$ cat config.mk
export PLATFORM = sky130hd
export DESIGN_NAME = dsp_scan_reg
export DESIGN_NICKNAME = d
export VERILOG_FILES = /design/src/common/dsp_pkg.sv /design/src/design/dsp_scan_reg.sv
export VERILOG_INCLUDE_DIRS = /design/src /design/src/common
export SDC_FILE = /design/constraint.sdc
export NUM_CORES = 1
export LEC_CHECK = 0
export ABC_AREA = 1
export BUFFER_PORTS_ARGS = -buffer_cell sky130_fd_sc_hd__buf_2
export CAP_MARGIN = 10
export CORE_ASPECT_RATIO = 1.25
export CORE_MARGIN = 4
export CORE_UTILIZATION = 50
export CTS_CLUSTER_DIAMETER = 60
export DETAILED_ROUTE_END_ITERATION = 10
export PLACE_DENSITY = 0.83
export REMOVE_ABC_BUFFERS = 1
export SLEW_MARGIN = 20
export SYNTH_ARGS = -nofsm -noshare
export SYNTH_HDL_FRONTEND = slang
export SYNTH_SLANG_ARGS = --single-unit
$ cat constraint.sdc
create_clock -name sys_clk_i -period 2.22 [get_ports sys_clk_i]
set_clock_uncertainty 0.05 [all_clocks]
set_input_delay 0.444 -clock sys_clk_i [delete_from_list [all_inputs] [get_ports sys_clk_i]]
set_output_delay 0.444 -clock sys_clk_i [all_outputs]
set_load 0.01 [all_outputs]
$ cat src/common/dsp_defs.svh
/*
 * Shared constants of the diagnostic scan pipeline register.
 * Assumes it is included by bare name wherever the constants are needed.
 */
`ifndef DSP_DEFS_SVH
`define DSP_DEFS_SVH

// Width of the pipeline and shadow registers and of both data ports.
`define DSP_DATA_W      8
// Index of the shadow bit presented on the serial output.
`define DSP_SHADOW_MSB  7
// Index of the shadow bit that takes the serial input on a shift.
`define DSP_SHADOW_LSB  0
// Pipeline and shadow contents after reset.
`define DSP_PIPE_RST    8'h00
`define DSP_SHADOW_RST  8'h00
// Parallel port drive after reset: released, port acts as an input.
`define DSP_DRIVE_RST   1'b0
// Pins after reset: enables high means released.
`define DSP_OE_N_RST    1'b1
`define DSP_SOUT_RST    1'b0
`define DSP_CTL_RST     5'h10

`endif

$ cat src/common/dsp_pkg.sv
/*
 * Types of the diagnostic scan pipeline register.
 * Assumes dsp_defs.svh is on the include path.
 */
`include "dsp_defs.svh"

package dsp_pkg;

  // Control pins, carried together through the synchroniser.
  typedef struct packed {
    logic oe_n;
    logic pclk;
    logic diag_clock;
    logic mode;
    logic scan_in;
  } dsp_ctl_s;

  // Action taken on a diagnostic clock rising edge.
  typedef enum logic [1:0] {
    DSP_DIAG_IDLE,
    DSP_DIAG_SHIFT,
    DSP_DIAG_CAPTURE,
    DSP_DIAG_HOLD
  } dsp_diag_op_e;

endpackage : dsp_pkg

$ cat src/design/dsp_scan_reg.sv
/*
 * Diagnostic scan pipeline register: a pipeline register that drives the
 * output port, and a shadow register that shifts serially, captures the
 * output port or drives the parallel port.
 * Assumes every pin input, both external clocks included, is asynchronous
 * to sys_clk_i and changes no faster than a few sys_clk_i periods; the
 * external clocks are sampled and their rising edges detected here.
 */
`timescale 1ns/1ps
`include "dsp_defs.svh"

// Overview of operation
// - On each pipeline clock rising edge the pipeline register loads from the parallel port or the shadow register as the mode input selects.
// - With mode low at a pipeline clock edge each pipeline bit takes the parallel port bit, which the outside party drives while the port is released.
// - With mode high at a pipeline clock edge each pipeline bit takes the matching shadow bit.
// - With mode low at a diagnostic clock edge the shadow register shifts up, bit 0 taking the serial input.
// - The serial output shows shadow bit 7 while mode is low and follows the serial input while mode is high.
// - With mode high and serial input low at a diagnostic clock edge the shadow register captures the output port pins.
// - With mode high and serial input high at a diagnostic clock edge the shadow register holds and parallel port drive is enabled.
// - When enabled the shadow contents are driven onto the parallel port, and a shift releases the port to act as an input.
// - The pipeline contents drive the output port while its active-low enable is low, and the port is released while it is high.
// - The two clocks act independently, each leaving the other clock's register untouched.
module dsp_scan_reg #(
  parameter int W = `DSP_DATA_W
) (
  input  wire logic         sys_clk_i,
  input  wire logic         rst_n_i,
  input  wire logic         pipe_clock_i,
  input  wire logic         diag_clock_i,
  input  wire logic         mode_i,
  input  wire logic         scan_in_i,
  input  wire logic         output_port_enable_n_i,
  input  wire logic [W-1:0] par_i,
  output logic      [W-1:0] par_o,
  output logic              par_oe_n_o,
  input  wire logic [W-1:0] out_port_i,
  output logic      [W-1:0] out_port_o,
  output logic              out_port_oe_n_o,
  output logic              scan_out_o
);

  // Rising edge between two consecutive synchronised samples.
  function automatic logic rise(input logic prev, input logic cur);
    rise = cur & ~prev;
  endfunction : rise

  // Action of a diagnostic edge: mode low shifts, while mode high captures
  // the output port with the serial input low and holds with it high.
  function automatic dsp_pkg::dsp_diag_op_e diag_decode(
    input logic edge_seen,
    input logic mode_lvl,
    input logic sin_lvl
  );
    if (!edge_seen) begin
      diag_decode = dsp_pkg::DSP_DIAG_IDLE;
    end else if (!mode_lvl) begin
      diag_decode = dsp_pkg::DSP_DIAG_SHIFT;
    end else if (!sin_lvl) begin
      diag_decode = dsp_pkg::DSP_DIAG_CAPTURE;
    end else begin
      diag_decode = dsp_pkg::DSP_DIAG_HOLD;
    end
  endfunction : diag_decode

  // One shift step: every bit moves up one place and bit 0 takes the
  // serial input, so the first bit shifted in is the first to leave.
  function automatic logic [W-1:0] shift_up(
    input logic [W-1:0] cur,
    input logic         sin_lvl
  );
    shift_up = {cur[W-2:`DSP_SHADOW_LSB], sin_lvl};
  endfunction : shift_up

  // Pipeline source: the shadow register with mode high, else the port.
  function automatic logic [W-1:0] pipe_select(
    input logic         mode_lvl,
    input logic [W-1:0] shadow_val,
    input logic [W-1:0] port_val
  );
    pipe_select = mode_lvl ? shadow_val : port_val;
  endfunction : pipe_select

  // Serial output source: the serial input passes through with mode high,
  // otherwise the top shadow bit is shown.
  function automatic logic sout_select(
    input logic mode_lvl,
    input logic sin_lvl,
    input logic top_bit
  );
    sout_select = mode_lvl ? sin_lvl : top_bit;
  endfunction : sout_select

  dsp_pkg::dsp_ctl_s ctl_pins;
  dsp_pkg::dsp_ctl_s ctl_meta_reg;
  dsp_pkg::dsp_ctl_s ctl_sync_reg;
  logic              pclk_prev_reg;
  logic              diag_clock_prev_reg;
  logic [W-1:0]      par_meta_reg;
  logic [W-1:0]      par_sync_reg;
  logic [W-1:0]      outp_meta_reg;
  logic [W-1:0]      outp_sync_reg;

  logic [W-1:0]      pipe_reg;
  logic [W-1:0]      pipe_next;
  logic [W-1:0]      shadow_reg;
  logic [W-1:0]      shadow_next;
  logic              drive_reg;
  logic              drive_next;
  logic              par_oe_n_reg;
  logic              out_oe_n_reg;
  logic              scan_out_reg;
  logic              scan_out_next;

  assign ctl_pins = '{oe_n:    output_port_enable_n_i,
                      pclk:    pipe_clock_i,
                      diag_clock:    diag_clock_i,
                      mode:    mode_i,
                      scan_in: scan_in_i};

  // Control and data pass the same two stages, so the mode, serial input and
  // port levels seen at a detected clock edge are those of that edge. Only
  // the second stage of each pair reads the first.
  always_ff @(posedge sys_clk_i or negedge rst_n_i) begin
    if (!rst_n_i) begin
      ctl_meta_reg <= `DSP_CTL_RST;
    end else begin
      ctl_meta_reg <= ctl_pins;
    end
  end

  always_ff @(posedge sys_clk_i or negedge rst_n_i) begin
    if (!rst_n_i) begin
      ctl_sync_reg <= `DSP_CTL_RST;
    end else begin
      ctl_sync_reg <= ctl_meta_reg;
    end
  end

  always_ff @(posedge sys_clk_i or negedge rst_n_i) begin
    if (!rst_n_i) begin
      par_meta_reg <= '0;
    end else begin
      par_meta_reg <= par_i;
    end
  end

  always_ff @(posedge sys_clk_i or negedge rst_n_i) begin
    if (!rst_n_i) begin
      par_sync_reg <= '0;
    end else begin
      par_sync_reg <= par_meta_reg;
    end
  end

  always_ff @(posedge sys_clk_i or negedge rst_n_i) begin
    if (!rst_n_i) begin
      outp_meta_reg <= '0;
    end else begin
      outp_meta_reg <= out_port_i;
    end
  end

  always_ff @(posedge sys_clk_i or negedge rst_n_i) begin
    if (!rst_n_i) begin
      outp_sync_reg <= '0;
    end else begin
      outp_sync_reg <= outp_meta_reg;
    end
  end

  // Last synchronised level of each external clock. Reset matches the idle
  // low level of both clocks, so no false edge follows reset.
  always_ff @(posedge sys_clk_i or negedge rst_n_i) begin
    if (!rst_n_i) begin
      pclk_prev_reg <= 1'b0;
    end else begin
      pclk_prev_reg <= ctl_sync_reg.pclk;
    end
  end

  always_ff @(posedge sys_clk_i or negedge rst_n_i) begin
    if (!rst_n_i) begin
      diag_clock_prev_reg <= 1'b0;
    end else begin
      diag_clock_prev_reg <= ctl_sync_reg.diag_clock;
    end
  end

  wire logic pclk_s    = ctl_sync_reg.pclk;
  wire logic diag_clock_s    = ctl_sync_reg.diag_clock;
  wire logic pclk_rise = rise(pclk_prev_reg, pclk_s);
  wire logic diag_clock_rise = rise(diag_clock_prev_reg, diag_clock_s);
  wire logic mode_s    = ctl_sync_reg.mode;
  wire logic sin_s     = ctl_sync_reg.scan_in;
  wire logic oe_n_s    = ctl_sync_reg.oe_n;

  // Pipeline source follows the mode level at the pipeline edge.
  wire logic [W-1:0] pipe_src = pipe_select(mode_s,
                                            shadow_reg,
                                            par_sync_reg);

  // Only a pipeline edge touches the pipeline register.
  assign pipe_next = pclk_rise ? pipe_src : pipe_reg;

  dsp_pkg::dsp_diag_op_e diag_op;
  assign diag_op = diag_decode(diag_clock_rise, mode_s, sin_s);

  wire logic [W-1:0] shadow_shift = shift_up(shadow_reg, sin_s);

  // Only a diagnostic edge touches the shadow register and the drive state.
  always_comb begin
    shadow_next = shadow_reg;
    drive_next  = drive_reg;
    case (diag_op)
      // A shift also drops the parallel drive, turning the port into an input.
      dsp_pkg::DSP_DIAG_SHIFT: begin
        shadow_next = shadow_shift;
        drive_next  = 1'b0;
      end
      // A capture leaves the drive state as it was.
      dsp_pkg::DSP_DIAG_CAPTURE: begin
        shadow_next = outp_sync_reg;
      end
      // A hold keeps the contents and turns the parallel drive on.
      dsp_pkg::DSP_DIAG_HOLD: begin
        drive_next = 1'b1;
      end
      // No diagnostic edge: the shadow register and drive state stay.
      default: begin
        shadow_next = shadow_reg;
      end
    endcase
  end

  // Serial output is registered, so it trails the pins by the sync delay.
  assign scan_out_next = sout_select(mode_s, sin_s,
                                     shadow_next[`DSP_SHADOW_MSB]);

  // Reset stands in for the undefined power-up contents.
  always_ff @(posedge sys_clk_i or negedge rst_n_i) begin
    if (!rst_n_i) begin
      pipe_reg <= `DSP_PIPE_RST;
    end else begin
      pipe_reg <= pipe_next;
    end
  end

  // The shadow register moves only on diagnostic edges.
  always_ff @(posedge sys_clk_i or negedge rst_n_i) begin
    if (!rst_n_i) begin
      shadow_reg <= `DSP_SHADOW_RST;
    end else begin
      shadow_reg <= shadow_next;
    end
  end

  // The drive state outlives captures; only shifts and holds change it.
  always_ff @(posedge sys_clk_i or negedge rst_n_i) begin
    if (!rst_n_i) begin
      drive_reg <= `DSP_DRIVE_RST;
    end else begin
      drive_reg <= drive_next;
    end
  end

  // Both enables are active low and come out of reset released.
  always_ff @(posedge sys_clk_i or negedge rst_n_i) begin
    if (!rst_n_i) begin
      par_oe_n_reg <= `DSP_OE_N_RST;
    end else begin
      par_oe_n_reg <= ~drive_next;
    end
  end

  always_ff @(posedge sys_clk_i or negedge rst_n_i) begin
    if (!rst_n_i) begin
      out_oe_n_reg <= `DSP_OE_N_RST;
    end else begin
      out_oe_n_reg <= oe_n_s;
    end
  end

  // The serial output trails its pins by the synchroniser delay.
  always_ff @(posedge sys_clk_i or negedge rst_n_i) begin
    if (!rst_n_i) begin
      scan_out_reg <= `DSP_SOUT_RST;
    end else begin
      scan_out_reg <= scan_out_next;
    end
  end

  // Every output comes straight from a register.
  assign par_o           = shadow_reg;
  assign par_oe_n_o      = par_oe_n_reg;
  assign out_port_o      = pipe_reg;
  assign out_port_oe_n_o = out_oe_n_reg;
  assign scan_out_o      = scan_out_reg;

endmodule : dsp_scan_reg

==> flow_summary.ini <==
[outcome]
status = completed

[route]
wl_met2_um = 1850
vias = 1293
drcViolationCount = 0
wl_met3_um = 349
top_layer_used = met4
drt-initial-drc-count = 54
viasPerCell = 4.70
dr.pass1.iters = 4
wl_per_cell_um = 12.9
postRouteAntennaNets = 0
routed_wirelength_um = 3540
wirelength_met1_um = 1250

[logic_synthesis]
ys_ff_latch = 64
synth_top_area_cell = dfrtp_1
synth_top_cell_area_share_pct = 69.5
synthMuxAreaShare_pct = 0
synth-seq-area-share_pct = 74.4
ys_types = 20
synth-simple-area-share_pct = 11.8
ys.warnings.count = 0
synth_compound_area_share_pct = 7.42
avgSynthCellArea_sq_um = 12.9
synth_area_leaders = dfrtp_1, nand2_1, dfstp_2, o211ai_2, a21oi_1
synth_fa_ha_area_share_pct = 1.16
syn-cell-area_sq_um = 2160
synth-xor-area-share_pct = 0
synth_top_family_by_area = simple AND/OR/NAND/NOR gates
synthCells = 167

[floorplanning]
initial_core_util_pct = 52.3
ioPinCount = 42
die_h_um = 81.5
rows = 26
die_area_sq_um = 5440
core_sq_um = 4130
fp.dieW_um = 66.8

[worst_setup_path]
critPathCaptureType = register
critPathKind = register to register
critPathMaxFanout = 15
reg2regPathDepth = 7
critical_path_arrival_ps = 2000
start_kind = register
critPathRequiredTime_ps = 2390
r2r_slack_ps = 390

[pwr]
sw_frac_of_total_pct = 24.6
p_leak_nw = 1.32
peakVddDrop_mv = 0.540
p_seq_share_pct = 53.4
switching_power_mw = 0.619
power_density_nw_per_um2 = 970
p_comb_share_pct = 10.7
intPower_mw = 1.90
pwr-share-clk_pct = 35.9

[clock_network]
cts_tree = done
cts_hold_buf = 0
cts-buffers-inserted = 9
clkSinkCount = 64
cts_max_path_buffers = 2
ctsResizeCount = 0
clk_latency_ps = 330
cts_setup_buffers = 0
h-tree-depth = 3
clk_pin_slew_ps = 60
cts_root_buffer = clkbuf_8

[run]
maxCapViolCount = 0

[timing]
relSlewSlack_pct = 67.4
rsz0062_at_grt = false
min_period_ps = 1830
worst_pin_slew_ps = 489
hold_violations = 0
maxClockFrequency_ghz = 0.546
setup_viol = 0
drv_slew = 0
tns_ps = 0
hold_ws_ps = 19.5
setup_ws_ps = 389
final.period_utilization_pct = 82.5

[grt]
first_global_vias = 1370
antenna_found_initial = 0
grt_pass1_wl_um = 6130
track_usage_pct = 15.7
grt_start_max_net_pins = 45
overflow = 0

[layout]
nets = 240
area_growth_syn_to_layout_pct = 20.4
fillers = 337
final_layout_size_suffix_gt1_share_pct = 34.2
design_area_sq_um = 2600
antennaDiodeCount = 0

[placement]
gp_congestion = 0.792
place_area_sq_um = 2410
dp_slack_ps = 414
portBuffers = 41
dp_hpwl_um = 2540

[min_path]
worstHoldPathType = input port to asynchronous set/reset pin
==> power by group through the flow <==
stage,sequential (mW),combinational [mW],clock [mW]
after CTS,1.35,0.275,0.934
after detailed placement,1.37,0.273,0
after global placement,1.36,0.260,0
after global routing,1.36,0.305,0.986
final,1.35,0.269,0.905
after floorplan,1.38,0.106,0
==> worst max-delay path, stage by stage, from the launching register on <==
cell     delay, ps
dfrtp_1        520
inv_4          160
nor2_4         140
inv_2           40
ha_1           400
inv_2          170
nand3_1        100
and2_1         140
==> area by class of cell <==
type / instances / area (sq um) / area share [%]
Sequential cell: 64 / 1610 / 61.8
Timing Repair Buffer: 42 / 225 / 8.66
Inverter: 17 / 66.3 / 2.55
Clock inverter: 2 / 12.5 / 0.481
Tap cell: 56 / 70.1 / 2.69
Clock buffer: 13 / 179 / 6.88
Multi-Input combinational cell: 81 / 440 / 16.9
==> synth_stat cells <==
library cell and count:
inv_2 4, nand3_1 4, nor2_1 7, buf_2 3
a21oi_1 14, ha_1 2, dfstp_2 4, o211ai_2 6
o211ai_1 2, nand2_4 1, buf_12 1, nor2_8 1
nand2_1 41, buf_6 1, inv_4 1, inv_1 12
nand4_1 1, nor2_4 1, and2_1 1, dfrtp_1 60
==> final timing paths <==
path | from | end
setup / recovery | mode_s | par_o[7]
hold / removal | rst_n_i | out_port_o[1]
setup reg to reg | mode_s | par_o[7]
hold reg to reg | ctl_meta_reg[0] | sin_s
max in group asynchronous | rst_n_i | ctl_meta_reg[4]
min in group sys_clk_i | output_port_enable_n_i | ctl_meta_reg[4]
==> kinds of logic (layout without fill, tap and decap cells) <==
group | Yosys count | in the layout
AOI/OAI and AO/OA | 22 | 22
adders and majority gates | 2 | 2
buffers and inverters | 22 | 74
DFF | 64 | 64
and+or+nand+nor | 57 | 57
==> per-stage QoR <==
step / util (%) / cells / power, mW
2_1_floorplan: - / 162 / 1.49
4_1_cts: 62.9 / 275 / 2.56
3_3_place_gp: 58.3 / 260 / 1.62
3_5_place_dp: 58.3 / 260 / 1.64
6_report: 62.9 / 275 / 2.52
5_1_grt: 62.9 / 275 / 2.65
==> placed cells by master, fill, tap and decap left out <==
master / n
a21oi_1: 14
and2_1: 1
buf_12: 1
buf_2: 41
clkbuf_8: 13
clkinv_2: 1
clkinvlp_4: 1
dfrtp_1: 60
dfstp_2: 4
ha_1: 2
inv_1: 12
inv_2: 4
inv_4: 1
nand2_1: 41
nand2_4: 1
nand3_1: 4
nand4_1: 1
nor2_1: 7
nor2_4: 1
nor2_8: 1
o211ai_1: 2
o211ai_2: 6
==> per-layer routing <==
layer	vias to the layer above	global-route usage, %
met3	11	5.88
met2	71	25.6
met5	-	0
met1	589	17.9
met4	0	8.33
li1	622	-
Note: power is estimated with default switching activity, not from simulation.
